### src/include/spl_pkg.sv
// Package with offsets, field positions, resets and timing for the power/indicator bank
package spl_pkg;

    // Register offsets on the host register port
    localparam logic [7:0] ADDR_TAG_INSERT  = 8'hc2;
    localparam logic [7:0] ADDR_PWR_IND     = 8'hc3;
    localparam logic [7:0] ADDR_SLEEP_DELAY = 8'hc4;
    localparam logic [7:0] ADDR_FWD_HOST    = 8'hc6;

    // Field positions of the tag insert register
    localparam int BIT_INS_P3_P1 = 1;
    localparam int BIT_INS_P3_P2 = 0;

    // Field positions of the power and indicator register
    localparam int BIT_HOSTIF_GATE = 7;
    localparam int BIT_FABRIC_GATE = 6;
    localparam int IND_MODE_HI     = 5;
    localparam int IND_MODE_LO     = 4;
    localparam int BIT_IND_DEBUG   = 3;
    localparam int BIT_PLL_OFF     = 2;
    localparam int PM_MODE_HI      = 1;
    localparam int PM_MODE_LO      = 0;

    // Field positions of the forward/host register
    localparam int FWD_MASK_HI  = 6;
    localparam int FWD_MASK_LO  = 4;
    localparam int HOST_MODE_HI = 1;
    localparam int HOST_MODE_LO = 0;

    // Reset values
    localparam logic [7:0] RST_TAG_INSERT  = 8'h00;
    localparam logic [7:0] RST_PWR_IND     = 8'h00;
    localparam logic [7:0] RST_SLEEP_DELAY = 8'h50;
    localparam logic [2:0] RST_FWD_MASK    = 3'h0;
    localparam logic [1:0] RST_HOST_MODE   = 2'h0;

    // Indicator function encodings
    localparam logic [1:0] IND_LNKACT_SPEED  = 2'h0;
    localparam logic [1:0] IND_LINK_ACT      = 2'h1;
    localparam logic [1:0] IND_LNKACT_DUPLEX = 2'h2;
    localparam logic [1:0] IND_LINK_DUPLEX   = 2'h3;

    // Power management modes
    localparam logic [1:0] PM_NORMAL       = 2'h0;
    localparam logic [1:0] PM_ENERGY_DET   = 2'h1;
    localparam logic [1:0] PM_SW_POWERDOWN = 2'h2;
    localparam logic [1:0] PM_POWER_SAVE   = 2'h3;

    // Host interface modes
    localparam logic [1:0] HOST_I2C_MASTER = 2'h0;
    localparam logic [1:0] HOST_I2C_SLAVE  = 2'h1;
    localparam logic [1:0] HOST_SPI_SLAVE  = 2'h2;
    localparam logic [1:0] HOST_SERIAL_MGT = 2'h3;

    // Timing: sleep delay unit
    localparam int CLK_HZ         = 25_000_000;
    localparam int SLEEP_UNIT_MS  = 20;
    localparam int SLEEP_UNIT_CYC = (CLK_HZ / 1000) * SLEEP_UNIT_MS;

    // Strap capture wait, cycles after reset release
    localparam logic [1:0] STRAP_WAIT = 2'h3;

endpackage

### src/rtl/spl_sleep_timer.sv
// Energy-detect sleep entry timer with 20 ms unit divider
module spl_sleep_timer #(
    parameter int UNIT_CYC = spl_pkg::SLEEP_UNIT_CYC
) (
    // Clock and reset
    input  wire logic       clk_sys,
    input  wire logic       arst_n,
    // Control
    input  wire logic       enable,
    input  wire logic       energy,
    input  wire logic [7:0] delay_units,
    // Status
    output logic            sleep
);
    localparam int CW = $clog2(UNIT_CYC + 1);

    logic [CW-1:0] div_reg;
    logic [7:0]    units_reg;
    logic          sleep_reg;
    wire           quiet    = enable & ~energy;
    wire           unit_end = (div_reg == CW'(UNIT_CYC - 1));
    wire           units_sat = (units_reg == 8'hff);

    // Divider runs only through quiet time; energy restarts the whole wait
    always_ff @(posedge clk_sys or negedge arst_n) begin
        if (!arst_n) begin
            div_reg <= '0;
        end else if (!quiet || unit_end) begin
            div_reg <= '0;
        end else begin
            div_reg <= div_reg + CW'(1);
        end
    end

    // Whole units of continuous quiet, saturating
    always_ff @(posedge clk_sys or negedge arst_n) begin
        if (!arst_n) begin
            units_reg <= 8'h00;
        end else if (!quiet) begin
            units_reg <= 8'h00;
        end else if (unit_end && !units_sat) begin
            units_reg <= units_reg + 8'h01;
        end
    end

    // Low power only after the full programmed quiet span
    always_ff @(posedge clk_sys or negedge arst_n) begin
        if (!arst_n) begin
            sleep_reg <= 1'b0;
        end else begin
            sleep_reg <= quiet && (units_reg >= delay_units);
        end
    end

    assign sleep = sleep_reg;
endmodule

### src/rtl/spl_top.sv
// Power, indicator and host-mode configuration bank of the switch
module spl_top #(
    parameter int SLEEP_UNIT_CYC = spl_pkg::SLEEP_UNIT_CYC
) (
    // Clock and reset
    input  wire logic       clk_sys,
    input  wire logic       arst_n,
    // Host register port
    input  wire logic [7:0] reg_addr,
    input  wire logic       reg_wr_en,
    input  wire logic [7:0] reg_wr_data,
    input  wire logic       reg_rd_en,
    output logic      [7:0] reg_rd_data,
    // Strap pins
    input  wire logic       port2_indicator_strap_hi,
    input  wire logic       port2_indicator_strap_lo,
    // Port status from the switch core
    input  wire logic       port_link,
    input  wire logic       port_activity,
    input  wire logic       port_speed,
    input  wire logic       port_duplex,
    input  wire logic       device_ready,
    // Stretched energy signal from the analog side
    input  wire logic       energy_detect,
    // Indicator pins
    output logic            indicator_out_a,
    output logic            indicator_out_b,
    // Datapath and power controls
    output logic            insert_p3_to_p1,
    output logic            insert_p3_to_p2,
    output logic            hostif_clk_gate_en,
    output logic            fabric_clk_gate_en,
    output logic            pll_off_en,
    output logic      [1:0] power_mode,
    output logic            low_power_state,
    output logic      [2:0] invalid_vid_fwd_mask,
    output logic      [1:0] host_if_mode,
    output logic            host_if_mode_valid
);
    logic [1:0] ins_reg;
    logic [7:0] pwr_reg;
    logic [7:0] delay_reg;
    logic [2:0] fwd_reg;
    logic [1:0] host_reg;
    logic [7:0] rd_reg;
    logic       ind_a_reg;
    logic       ind_b_reg;
    logic [2:0] energy_sync;
    logic       energy_hold_reg;
    logic [2:0] strap_hi_sync;
    logic [2:0] strap_lo_sync;
    logic [1:0] strap_cnt;
    logic       strap_done;

    // Address decode
    wire wr_ins   = reg_wr_en && (reg_addr == spl_pkg::ADDR_TAG_INSERT);
    wire wr_pwr   = reg_wr_en && (reg_addr == spl_pkg::ADDR_PWR_IND);
    wire wr_delay = reg_wr_en && (reg_addr == spl_pkg::ADDR_SLEEP_DELAY);
    wire wr_fwd   = reg_wr_en && (reg_addr == spl_pkg::ADDR_FWD_HOST);

    // Synchronised pin levels, taken once second and third stage agree
    wire energy_agree = (energy_sync[2] == energy_sync[1]);
    wire energy_s     = energy_agree ? energy_sync[2] : energy_hold_reg;
    wire strap_hi_s = strap_hi_sync[1];
    wire strap_lo_s = strap_lo_sync[1];
    wire straps_agree = (strap_hi_sync[2] == strap_hi_sync[1]) &&
                        (strap_lo_sync[2] == strap_lo_sync[1]);

    // Write-only-by-host fields; reserved bits are never stored
    always_ff @(posedge clk_sys or negedge arst_n) begin
        if (!arst_n) begin
            ins_reg   <= spl_pkg::RST_TAG_INSERT[1:0];
            pwr_reg   <= spl_pkg::RST_PWR_IND;
            delay_reg <= spl_pkg::RST_SLEEP_DELAY;
            fwd_reg   <= spl_pkg::RST_FWD_MASK;
        end else begin
            if (wr_ins) begin
                ins_reg <= reg_wr_data[1:0];
            end
            if (wr_pwr) begin
                pwr_reg <= reg_wr_data;
            end
            if (wr_delay) begin
                delay_reg <= reg_wr_data;
            end
            if (wr_fwd) begin
                fwd_reg <= reg_wr_data[spl_pkg::FWD_MASK_HI:spl_pkg::FWD_MASK_LO];
            end
        end
    end

    // Pin synchronisers
    always_ff @(posedge clk_sys or negedge arst_n) begin
        if (!arst_n) begin
            energy_sync     <= 3'h0;
            energy_hold_reg <= 1'b0;
            strap_hi_sync <= 3'h0;
            strap_lo_sync <= 3'h0;
        end else begin
            energy_sync     <= {energy_sync[1:0], energy_detect};
            energy_hold_reg <= energy_s; // Level kept while stages disagree
            strap_hi_sync <= {strap_hi_sync[1:0], port2_indicator_strap_hi};
            strap_lo_sync <= {strap_lo_sync[1:0], port2_indicator_strap_lo};
        end
    end

    // Strap capture after release; a reset constant cannot hold a pin level
    always_ff @(posedge clk_sys or negedge arst_n) begin
        if (!arst_n) begin
            strap_cnt  <= 2'h0;
            strap_done <= 1'b0;
            host_reg   <= spl_pkg::RST_HOST_MODE;
        end else if (!strap_done) begin
            if (strap_cnt != spl_pkg::STRAP_WAIT) begin
                strap_cnt <= strap_cnt + 2'h1;
            end else if (straps_agree) begin
                host_reg   <= {strap_hi_s, strap_lo_s};
                strap_done <= 1'b1;
            end
        end else if (wr_fwd) begin
            host_reg <= reg_wr_data[spl_pkg::HOST_MODE_HI:spl_pkg::HOST_MODE_LO];
        end
    end

    // Read mux; reserved bits and unmapped offsets read zero
    wire [7:0] rd_mux =
        (reg_addr == spl_pkg::ADDR_TAG_INSERT)  ? {6'h00, ins_reg} :
        (reg_addr == spl_pkg::ADDR_PWR_IND)     ? pwr_reg :
        (reg_addr == spl_pkg::ADDR_SLEEP_DELAY) ? delay_reg :
        (reg_addr == spl_pkg::ADDR_FWD_HOST)    ? {1'b0, fwd_reg, 2'h0, host_reg} :
                                                  8'h00;

    // Read data held until the next read
    always_ff @(posedge clk_sys or negedge arst_n) begin
        if (!arst_n) begin
            rd_reg <= 8'h00;
        end else if (reg_rd_en) begin
            rd_reg <= rd_mux;
        end
    end

    // Indicator function selection
    wire [1:0] ind_mode  = pwr_reg[spl_pkg::IND_MODE_HI:spl_pkg::IND_MODE_LO];
    wire       ind_debug = pwr_reg[spl_pkg::BIT_IND_DEBUG];
    wire       link_act  = port_link & ~port_activity; // Blinks off on traffic
    wire       norm_a    = ind_mode[0] ? port_link : link_act;
    wire       norm_b    =
        (ind_mode == spl_pkg::IND_LNKACT_SPEED) ? port_speed :
        (ind_mode == spl_pkg::IND_LINK_ACT)     ? port_activity :
                                                  port_duplex;

    // Indicator pins registered so debug switching cannot glitch
    always_ff @(posedge clk_sys or negedge arst_n) begin
        if (!arst_n) begin
            ind_a_reg <= 1'b0;
            ind_b_reg <= 1'b0;
        end else begin
            ind_a_reg <= ind_debug ? ~device_ready : norm_a;
            ind_b_reg <= ind_debug ? ~energy_s : norm_b;
        end
    end

    // Sleep entry only counts in energy-detect mode
    wire ed_mode = (power_mode == spl_pkg::PM_ENERGY_DET);

    spl_sleep_timer #(
        .UNIT_CYC    (SLEEP_UNIT_CYC)
    ) u_sleep (
        .clk_sys     (clk_sys),
        .arst_n      (arst_n),
        .enable      (ed_mode),
        .energy      (energy_s),
        .delay_units (delay_reg),
        .sleep       (low_power_state)
    );

    // Control outputs straight from the stored fields
    assign insert_p3_to_p1      = ins_reg[spl_pkg::BIT_INS_P3_P1];
    assign insert_p3_to_p2      = ins_reg[spl_pkg::BIT_INS_P3_P2];
    assign hostif_clk_gate_en   = pwr_reg[spl_pkg::BIT_HOSTIF_GATE];
    assign fabric_clk_gate_en   = pwr_reg[spl_pkg::BIT_FABRIC_GATE];
    assign pll_off_en           = pwr_reg[spl_pkg::BIT_PLL_OFF];
    assign power_mode           = pwr_reg[spl_pkg::PM_MODE_HI:spl_pkg::PM_MODE_LO];
    assign invalid_vid_fwd_mask = fwd_reg;
    assign host_if_mode         = host_reg;
    assign host_if_mode_valid   = strap_done;
    assign indicator_out_a      = ind_a_reg;
    assign indicator_out_b      = ind_b_reg;
    assign reg_rd_data          = rd_reg;
endmodule

### config.mk
export PLATFORM = sky130hd
export DESIGN_NAME = spl_top
export DESIGN_NICKNAME = d
export VERILOG_FILES = /design/src/include/spl_pkg.sv /design/src/rtl/spl_sleep_timer.sv /design/src/rtl/spl_top.sv
export SDC_FILE = /design/constraint.sdc
export NUM_CORES = 1
export LEC_CHECK = 0
export BUFFER_PORTS_ARGS = -buffer_cell sky130_fd_sc_hd__buf_2
export CAP_MARGIN = 20
export CORE_ASPECT_RATIO = 1.2
export CORE_MARGIN = 1
export CORE_UTILIZATION = 33
export CTS_CLUSTER_SIZE = 16
export DETAILED_ROUTE_END_ITERATION = 12
export PLACE_DENSITY_LB_ADDON = 0.05
export SYNTH_ARGS = -nofsm -noshare
export SYNTH_HDL_FRONTEND = slang
export SYNTH_SLANG_ARGS = --single-unit
### constraint.sdc
create_clock -name clk_sys -period 4.2 [get_ports clk_sys]
set_input_delay 0.84 -clock clk_sys [delete_from_list [all_inputs] [get_ports clk_sys]]
set_output_delay 0.84 -clock clk_sys [all_outputs]
set_load 0.01 [all_outputs]
# After elaboration in Yosys (flattened, before gate mapping)
# Index checks and enable logic that the tools add are counted.
# W data, S select, Z words.
classes:
  order_cmp: 1
  n_mux: 20
  n_reduce_logical: 14
  n_bitwise: 6
  add_sub_neg: 3
  eq_ne: 15
ops:
  columns: ["operator", "count"]
  rows:
  - ["$eq A8 B8 Y1 const B", 5]
  - ["$mux W8", 5]
  - ["$add A19 B1 Y19 const B", 1]
  - ["$eq A19 B19 Y1 const B", 1]
  - ["$mux W19", 1]
  - ["$mux W1", 9]
  - ["$add A8 B1 Y8 const B", 1]
  - ["$ge A8 B8 Y1", 1]
  - ["$mux W2", 4]
  - ["$logic_and A1 B1 Y1", 7]
  - ["$mux W7", 1]
  - ["$ne A2 B2 Y1 const B", 3]
  - ["$eq A2 B1 Y1 const B", 2]
  - ["$not A1 Y1", 4]
  - ["$eq A1 B1 Y1", 3]
  - ["$reduce_and A3 Y1", 1]
  - ["$add A2 B1 Y2 const B", 1]
  - ["$and A1 B1 Y1", 2]
  - ["$logic_not A1 Y1", 2]
  - ["$logic_not A2 Y1", 1]
  - ["$ne A2 B1 Y1 const B", 1]
  - ["$reduce_and A2 Y1", 1]
  - ["$reduce_bool A2 Y1", 1]
  - ["$logic_or A1 B1 Y1", 1]
word_totals:
  output_inout_bits: 24
  register_bits: 74
  inputBits: 28
  elab_cells: 76

# Depth between registers and ports, before layout
# Gate-level depths: netlist of the first run.
logic_depth:
  ltp_word: 7
  ltp_mapped: 7
  ltp_nobuf: 7

# Hierarchy
# Synthesis of the first run repeated with hierarchy kept, for this count alone.
hier_totals:
  hier_cells: 332
  hier_area_um2: 3757.4
by_module_without_submodules:
  columns: ["mod", "cells_each", "n_inst", "area_each_um2"]
  rows:
  - ["spl_top", 153, 1, 2079.5]
  - ["spl_sleep_timer", 179, 1, 1677.9]

# Worst setup path after synthesis of the first run
# No wires, ideal clock.
synth_path:
  path_type: "input-to-reg"
  from: "input port reg_addr[2]"
  to: "register delay_reg[0]"
  path_stages: 6
  slack_ns: 2.085
  path_buffers: 2
  arrival_ns: 1.990
  setup_time_ns: 0.125
  cell_sequence: "clkbuf_2 and2b_2 nor2b_1 buf_4 nand3b_2 mux2_2"
synth_between:
  elab_chain_len: 2
synth_rtl:
  columns: ["item", "line_no", "rtl"]
  rows:
  - ["from (decl)", "spl_top.sv:9", "input wire logic [7:0] reg_addr,"]
  - ["$eq A8 B8 Y1", "spl_top.sv:58", "wire wr_delay = reg_wr_en && (reg_addr == spl_pkg::ADDR_SLEEP_DELAY);"]
  - ["$logic_and A1 B1 Y1", "spl_top.sv:58", null]
  - ["to (signal assigned)", "spl_top.sv:74", "delay_reg <= spl_pkg::RST_SLEEP_DELAY;"]
  - ["to (signal assigned)", "spl_top.sv:84", "delay_reg <= reg_wr_data;"]
  - ["to (decl)", "spl_top.sv:42", "logic [7:0] delay_reg;"]
# Every way passes these cells.
# A chain may end at the register's enable or synchronous reset.

# Final worst setup path of the first run
layout_path:
  from: "input port reg_addr[2]"
  to: "register delay_reg[5]"
# The elaborated chain is that of the path after synthesis.

==> results.cfg, run 1 <==
[clocking]
clk_pin_slew_ns = 0.05
clk_latency_ns = 0.33
cts_max_path_buffers = 2
cts_buffers = 9
cts_tree = built
cts_sinks = 74
postCtsSetupRepairBufs = 0
ctsHoldBuffers = 0
cts_max_level = 3
post_cts_resized = 0
root_buffer = clkbuf_16

[power]
finalPower_mw = 1.58
p_switching_mw = 0.374
clock_power_share_pct = 44.3
p_per_area_nw_per_um2 = 374
p_leak_nw = 1.89
switching_share_pct = 23.7
ir_worst_vdd_uv = 172
p_seq_share_pct = 48.3
internal_power_mw = 1.21
combPwrFrac_pct = 7.5

[drt]
dr_wl_met2_um = 3810
ant_nets = 0
drt-total-wl_um = 7640
wl_met3_um = 317
drt-vias-per-instance = 4.90
routed.top_layer = met4
drt-met1-wl_um = 3430
vias = 2489
drc = 0
avgRoutedWirePerCell_um = 15.0
drtPass1Iterations = 4
drt_iter0_drc = 89

[logic_synthesis]
synth_fa_ha_area_share_pct = 4.14
synth_most_common_cell = dfrtp_1
async_flop_share_pct = 100
synth_ff_type = dfrtp_1
synth.distinct_cells = 51
netlist_top_cells_count = 72 x dfrtp_1, 36 x nor2_1, 24 x mux2_2, 17 x inv_1, 15 x nand2_1
synthesis.nets = 361
synthXorXnorAreaFrac_pct = 5.84
ys_ff_latch = 74
synthCells = 322
synth_top_family_by_area = simple AND/OR/NAND/NOR gates
synth_area_per_cell_sq_um = 11.2
netlist.area_leader.share_pct = 50.1
synth-edff-count = 0
synth_mux_area_share_pct = 9.18
synthSimpleGateAreaFrac_pct = 17.3
yosysSeqAreaShare_pct = 51.5
synth_area_leaders = dfrtp_1 50%, mux2_2 7.5%, ha_1 3.8%, nor2_1 3.8%, xnor2_1 3.4%
synth_area_sq_um = 3600
yosysTopAreaCell = dfrtp_1
synth_compound_area_share_pct = 8.52
yosysWarnings = 0

[final_layout]
final_design_area_no_fill_sq_um = 4230
layout-drive-gt1-share_pct = 28.5
final_net_count = 413
nFillCells = 1051
post-route-util_pct = 40.0
regArea_sq_um = 1850
syn2layout_area_growth_pct = 17.6
largest_reg_flops = 19
num_antenna_cells = 0
multi_input_area_sq_um = 1620
final-instance-count-excl-fill = 508

[setup_path]
worst_ep_arrival_time_ns = 2.43
path_cells = buf_2, and2b_2, nor2b_1, nand3b_2, mux2_2
critical_path.top_delay_family = simple AND/OR/NAND/NOR gates
cp_slowest_cell = nor2b_1
critPathBufInv = 1
start_kind = input pin
max_stage_delay_ns = 0.55
path_class = input pin to flop
crit_fanout = 9
required_ns = 4.41
end_kind = flop

[global_route]
antenna_found_initial = 0
grt_pass1_wl_um = 13100
grt_pass1_vias = 2533
grt_use_total_pct = 14.9
grt_max_degree = 75
gr-total-overflow = 0

[timing]
min_period_ns = 2.22
period_share_pct = 52.9
max_freq_mhz = 450
finalHoldViolations = 0
fin_tns_setup_ns = 0
slew_headroom_pct = 34.9
setup_violations = 0
rsz0062_at_grt = no
drv_slew = 0
tightest_slew_ns = 0.977
fin_worst_skew_ns = 0.00690

[floorplanning]
die_x_um = 97.3
io_pins = 52
coreArea_sq_um = 10600
die_h_um = 116
start_util_pct = 34.1
rows = 41
die-area_sq_um = 11300

[place]
dp.cells = 492
place_hpwl_um = 5550
dpl-instance-area_sq_um = 3960
place_congestion = 0.785
portBuffers = 51

[outcome]
outcome = complete, no violations

[flow_run]
maxCapViolCount = 0

[worst_hold_path]
hp-class = flop to flop
area by class of cell:
type / instances / area share [%]
clock buffer: 11 / 5.74
inverter: 17 / 1.51
clock inverter: 5 / 0.739
timing repair buffer: 51 / 6.09
tap: 129 / 3.81
sequential: 74 / 43.8
multi-input combinational: 221 / 38.3
worst reg2reg max path, cell delays in order (launching register included):
cell     delay [ns]
dfrtp_1        0.39
ha_1           0.22
and4_2         0.30
nand3_2        0.12
o21ai_2        0.64
nor2_1         0.13
metrics by stage:
| stage | worst slack (ns) | hold WS, ns |
|---|---|---|
| 3_5_place_dp | 1.62 | 0.335 |
| 2_1_floorplan | 2.09 | 0.331 |
| 5_1_grt | 1.82 | 0.359 |
| 3_3_place_gp | 1.68 | 0.333 |
| 4_1_cts | 1.97 | 0.347 |
| 6_report | 1.98 | 0.347 |
placed cells by master (no fill, tap or decap), types with 2 or more instances in the layout:
cell type	instances
a31oi_1	2
mux2i_1	6
xnor2_1	14
nand4_1	6
nor3_2	3
ha_1	11
nor2_1	36
mux2_2	24
nor2b_1	5
xor2_1	10
or3_1	5
a211oi_1	2
clkbuf_16	9
o22ai_1	6
o21ai_0	11
a21oi_1	6
dfrtp_1	72
buf_2	50
a21o_1	7
and4_1	2
nor3_1	4
and2_1	2
nand2_1	15
nand3_1	8
nor4_1	2
and4bb_2	3
and3_1	3
clkinv_2	3
inv_1	17
dfstp_2	2
a22oi_1	8
nand2b_1	3
power by group through the flow:
stage	sequential (mW)	combinational (mW)	clock, mW
floorplan	0.774	0.0585	0
CTS	0.763	0.121	0.727
detailed placement	0.776	0.121	0
global placement	0.776	0.120	0
finish	0.763	0.118	0.700
global route	0.767	0.133	0.755
path summary, 6_finish.rpt:
kind | start | end | cells past startpoint | slack, ns
min in group asynchronous | arst_n | ins_reg[1] | 1 | 0.64
worst max register to register | u_sleep.div_reg[0] | u_sleep.div_reg[17] | 5 | 2.25
max in group asynchronous | arst_n | u_sleep.units_reg[3] | 1 | 2.90
worst min register to register | strap_lo_sync[0] | strap_lo_sync[1] | 0 | 0.35
worst max-delay path | reg_addr[2] | delay_reg[5] | 5 | 1.98
worst min-delay path | strap_lo_sync[0] | strap_lo_sync[1] | 0 | 0.35
kinds of logic after synthesis:
family | count (synthesis)
and+or+nand+nor | 108
xor gates and xnor gates | 24
DFF | 74
adders and majority gates | 12
AOI/OAI and AO/OA | 47
muxes | 30
buffers and inverters | 27
layer usage:
metal	GRT usage, %	up-vias
li1	-	1238
met1	17.9	1194
met2	26.0	51
met3	3.59	6
met4	5.88	0
met5	0	-
Note: power is estimated with default switching activity, not from simulation.
==> inputs of run 2 (changes only) <==
==> constraint.sdc (replaced) <==
create_clock -name clk_sys -period 1.95 [get_ports clk_sys]
set_input_delay 0.39 -clock clk_sys [delete_from_list [all_inputs] [get_ports clk_sys]]
set_output_delay 0.39 -clock clk_sys [all_outputs]
set_load 0.01 [all_outputs]
==> run 2 against run 1 <==
  * Sequential share of layout area decreased by 1.4 points
  * Non-clock buffer count increased by 9
  * Largest power group is now the clock network
  * First-iteration DRC count down 34%
  * Largest cell class unchanged
==> results.cfg, run 2 (same netlist as run 1, synthesis figures left out) <==
[drt]
drt-vias-per-instance = 4.89
avgRoutedWirePerCell_um = 14.9
drtPass1Iterations = 4
vias = 2527
drt_iter0_drc = 59
ant_nets = 0
drc = 0
drt-total-wl_um = 7690

[clocking]
cts_sinks = 74
clk_latency_ns = 0.33
root_buffer = clkbuf_16
cts_max_level = 3
cts_tree = built
postCtsSetupRepairBufs = 0
clk_pin_slew_ns = 0.06
cts_buffers = 9
cts_max_path_buffers = 2

[final_layout]
syn2layout_area_growth_pct = 21.6
post-route-util_pct = 41.4
final-instance-count-excl-fill = 517
layout_commonest_cell = dfrtp_1
layout-drive-gt1-share_pct = 30.2
num_antenna_cells = 0
largest_reg_flops = 19
final_net_count = 422
final_cell_mix = 72 x dfrtp_1, 50 x buf_2, 36 x nor2_1, 24 x mux2_2, 17 x inv_1

[setup_path]
crit_fanout = 4
end_kind = flop
required_ns = 2.17
start_kind = flop
worst_ep_arrival_time_ns = 1.99
path_class = flop to flop

[place]
place_hpwl_um = 5620
portBuffers = 51
place_congestion = 0.727
dp.cells = 501

[power]
finalPower_mw = 3.71
ir_worst_vdd_uv = 340
p_leak_nw = 1.97
p_per_area_nw_per_um2 = 848

[global_route]
grt_max_degree = 75
grt_pass1_wl_um = 12800
gr-total-overflow = 0
antenna_found_initial = 0
grt_pass1_vias = 2516
grt_use_total_pct = 14.7

[floorplanning]
die_h_um = 116
die-area_sq_um = 11300
die_x_um = 97.3
coreArea_sq_um = 10600
start_util_pct = 34.1
io_pins = 52
rows = 41

[timing]
tightest_slew_ns = 0.515
drv_slew = 0
fin_tns_setup_ns = 0
slew_headroom_pct = 65.5
max_freq_mhz = 565
period_share_pct = 90.7
worst_hold_slack_ns = 0.0510
finalHoldViolations = 0
rsz0062_at_grt = no
setup_violations = 0
fin_worst_skew_ns = 0.00828
min_period_ns = 1.77

[worst_hold_path]
hp-class = input pin to asynchronous set/reset pin

[flow_run]
maxCapViolCount = 0

[outcome]
outcome = complete, no violations
run 2: changes by cell type in the layout (fill, tap and decap cells not counted):
cell        change
buf_4           +8
bufinv_16       +2
clkinv_2        -2
buf_12          +1
clkbuf_8        +1
clkinvlp_4      -1
o21ai_2         -1
o21ai_4         +1
run 2: cell type report:
cell class / count / area (sq um)
fillers: 1055 / 6190
flip-flops and latches: 74 / 1850
multi-input cells: 221 / 1630
clock buffers: 12 / 256
repair buffers: 60 / 338
well taps: 129 / 161
clock inverters: 4 / 73.8
inverters: 17 / 63.8
run 2: report_power, final:
group | internal [mW] | switching (mW)
Sequential | 1.59 | 0.0503
Clock | 1.19 | 0.616
Combinational | 0.123 | 0.138
Total | 2.91 | 0.804
run 2: what timing repair did:
item	in CTS	in global routing
gates resized for setup	0	1
endpoints found under the hold margin	0	0
hold buffers	0	0
setup endpoints to repair	0	18
run 2: routing by layer:
layer	vias up	track usage (%)	share of wire [%]
met5	-	0	0
met4	0	6.47	1.2
met3	6	3.11	3.2
met2	41	26.4	51
met1	1217	17.1	44
li1	1263	-	-
run 2: through the flow:
step           instance area (sq um)  setup slack [ns]
2_1_floorplan                   3600             0.285
6_report                        4380             0.180
3_3_place_gp                    4040            0.0591
5_1_grt                         4380           0.00938
3_5_place_dp                    4040            0.0344
4_1_cts                         4370            0.0258
run 2: worst paths after layout:
kind | from | endpoint | depth (start not counted) | slack [ns]
worst max-delay path | u_sleep.div_reg[0] | u_sleep.units_reg[2] | 6 | 0.18
worst max register to register | u_sleep.div_reg[0] | u_sleep.units_reg[2] | 6 | 0.18
min in group clk_sys | port2_indicator_strap_lo | strap_lo_sync[0] | 1 | 0.17
worst min-delay path | arst_n | ins_reg[1] | 2 | 0.05
worst min register to register | strap_hi_sync[0] | strap_hi_sync[1] | 0 | 0.35
max in group asynchronous | arst_n | delay_reg[6] | 2 | 1.52
run 2: critical path: stages (launching register included):
cell and delay (ns):
dfrtp_1 0.38, ha_1 0.17, and4_2 0.28, nand3_2 0.13, nor3_2 0.37, a21oi_1 0.13, a31o_1 0.19
==> inputs of run 3 (changes only) <==
--- a/config.mk
+++ b/config.mk
@@ -5,13 +5,13 @@
 export SDC_FILE = /design/constraint.sdc
 export NUM_CORES = 1
 export LEC_CHECK = 0
-export BUFFER_PORTS_ARGS = -buffer_cell sky130_fd_sc_hd__buf_2
 export CAP_MARGIN = 20
 export CORE_ASPECT_RATIO = 1.2
 export CORE_MARGIN = 1
 export CORE_UTILIZATION = 33
 export CTS_CLUSTER_SIZE = 16
 export DETAILED_ROUTE_END_ITERATION = 12
+export DONT_BUFFER_PORTS = 1
 export PLACE_DENSITY_LB_ADDON = 0.05
 export SYNTH_ARGS = -nofsm -noshare
 export SYNTH_HDL_FRONTEND = slang
==> run 3 against run 2 <==
  * The run now ends with hold timing left
  * Sequential power is essentially flat
  * Wire length shrank 2.0%
  * Non-clock buffer count shrank 54
  * Hold slack lost 0.31 ns
  * Critical path depth is the same
  * Register-to-register slack lost 0.04 ns
  * First-iteration DRC count grew 10%
  * Count of clock-buffer cells in the layout is the same
  * Die area is the same
  * Worst setup slack lost 0.043 ns
  * Global-route usage shrank 0.26 points
  * Largest power group is now sequential cells
==> results.cfg, run 3 (same netlist as run 1, synthesis figures left out) <==
[outcome]
outcome = complete, but fails checks
violations = hold timing

[power]
ir_worst_vdd_uv = 367
p_per_area_nw_per_um2 = 832
clock_power_share_pct = 46.5
finalPower_mw = 3.36
p_seq_share_pct = 49.4
combPwrFrac_pct = 4.1
p_leak_nw = 1.70
internal_power_mw = 2.60
switching_share_pct = 22.7
p_switching_mw = 0.762

[drt]
drc = 0
drt_iter0_drc = 65
avgRoutedWirePerCell_um = 16.3
ant_nets = 0
drtPass1Iterations = 4
dr_wl_met2_um = 3670
drt-total-wl_um = 7540
vias = 2327
routed.top_layer = met4
drt-met1-wl_um = 3380
drt-vias-per-instance = 5.03
wl_met3_um = 318

[global_route]
grt_pass1_wl_um = 12500
grt_max_degree = 75
grt_pass1_vias = 2401
gr-total-overflow = 0
antenna_found_initial = 0
grt_use_total_pct = 14.4

[clocking]
cts_max_level = 3
cts_buffers = 9
clk_latency_ns = 0.34
cts_sinks = 74
root_buffer = clkbuf_16
clk_pin_slew_ns = 0.06
cts_tree = built
cts_max_path_buffers = 2

[timing]
drv_slew = 0
fin_worst_skew_ns = 0.00716
tightest_slew_ns = 0.523
rsz0062_at_grt = yes
setup_ws_ns = 0.137
slew_headroom_pct = 65.0
period_share_pct = 93.0
setup_violations = 0
worst_hold_slack_ns = -0.256
finalHoldViolations = 74
min_period_ns = 1.81
max_freq_mhz = 552

[floorplanning]
die_h_um = 116
coreArea_sq_um = 10600
io_pins = 52
rows = 41
die-area_sq_um = 11300
die_x_um = 97.3
start_util_pct = 34.1

[setup_path]
path_class = flop to flop
start_kind = flop
crit_fanout = 4
rrSetupSlack_ns = 0.14
end_kind = flop
worst_ep_arrival_time_ns = 2.02
reg2regPathDepth = 6
regToRegStartpoint = u_sleep.div_reg[0]
required_ns = 2.16
regToRegEndpoint = u_sleep.units_reg[4]

[place]
detailedPlace.worstSlack_ns = -0.0242
portBuffers = 0
place_hpwl_um = 5400
place_congestion = 0.721
dpl-instance-area_sq_um = 3740

[final_layout]
largest_reg_flops = 19
layout-drive-gt1-share_pct = 18.9
syn2layout_area_growth_pct = 12.3
nFillCells = 1047
post-route-util_pct = 38.2
final_design_area_no_fill_sq_um = 4040
layout_commonest_cell = dfrtp_1
final_net_count = 368
num_antenna_cells = 0
final_cell_mix = 72 x dfrtp_1, 36 x nor2_1, 24 x mux2_2, 17 x inv_1, 15 x nand2_1

[worst_hold_path]
hp-class = input pin to asynchronous set/reset pin

[flow_run]
maxCapViolCount = 0
==> run 3: worst max path at each step <==
stage / start / endpoint / slack (ns) / depth (start not counted)
floorplan: u_sleep.div_reg[0] / u_sleep.div_reg[10] / 0.28 / 7
global placement: u_sleep.div_reg[0] / u_sleep.div_reg[3] / 0.02 / 5
detailed placement: u_sleep.div_reg[0] / u_sleep.div_reg[14] / -0.02 / 5
CTS: u_sleep.div_reg[0] / u_sleep.units_reg[2] / 0.11 / 6
global route: u_sleep.div_reg[0] / u_sleep.div_reg[10] / -0.009 / 5
finish: u_sleep.div_reg[0] / u_sleep.units_reg[4] / 0.14 / 6
==> run 3: worst max-delay path, stage by stage, from the launching register on <==
cell	delay, ns
dfrtp_1	0.38
ha_1	0.22
and4_2	0.30
nand3_2	0.16
nor4_1	0.39
xnor2_1	0.18
nor2_1	0.05
==> run 3: metal layers <==
metal / up-vias / GRT usage [%]
li1: 1151 / -
met1: 1120 / 16.6
met2: 45 / 24.9
met3: 11 / 3.41
met4: 0 / 8.24
met5: - / 0
==> run 3: through the flow <==
stage / std cells / setup TNS [ns]
2_1_floorplan: 322 / 0
3_3_place_gp: 447 / 0
3_5_place_dp: 447 / -0.162
4_1_cts: 463 / 0
5_1_grt: 463 / -0.00906
6_report: 463 / 0
==> run 3: repair_timing <==
action,CTS,global route
pin swaps,0,0
setup endpoints to repair,16,2
hold endpoints to repair,74,74
gates resized for setup,1,1
buffers inserted,0,0
==> run 3: power by group through the flow <==
| stage | logic [mW] | registers, mW | clock network [mW] |
|---|---|---|---|
| 3_5_place_dp | 0.139 | 1.69 | 0 |
| 6_report | 0.137 | 1.66 | 1.56 |
| 4_1_cts | 0.140 | 1.66 | 1.62 |
| 5_1_grt | 0.156 | 1.67 | 1.67 |
| 2_1_floorplan | 0.126 | 1.67 | 0 |
| 3_3_place_gp | 0.137 | 1.69 | 0 |
==> run 3: cell type report <==
class	count	area [sq um]	share of cell area, %
sequential	74	1850	45.9
multi-input combinational	221	1630	40.4
clock buffer	12	256	6.35
tap	129	161	3.99
inverter	17	63.8	1.58
timing repair buffer	6	45.0	1.11
clock inverter	4	26.3	0.650
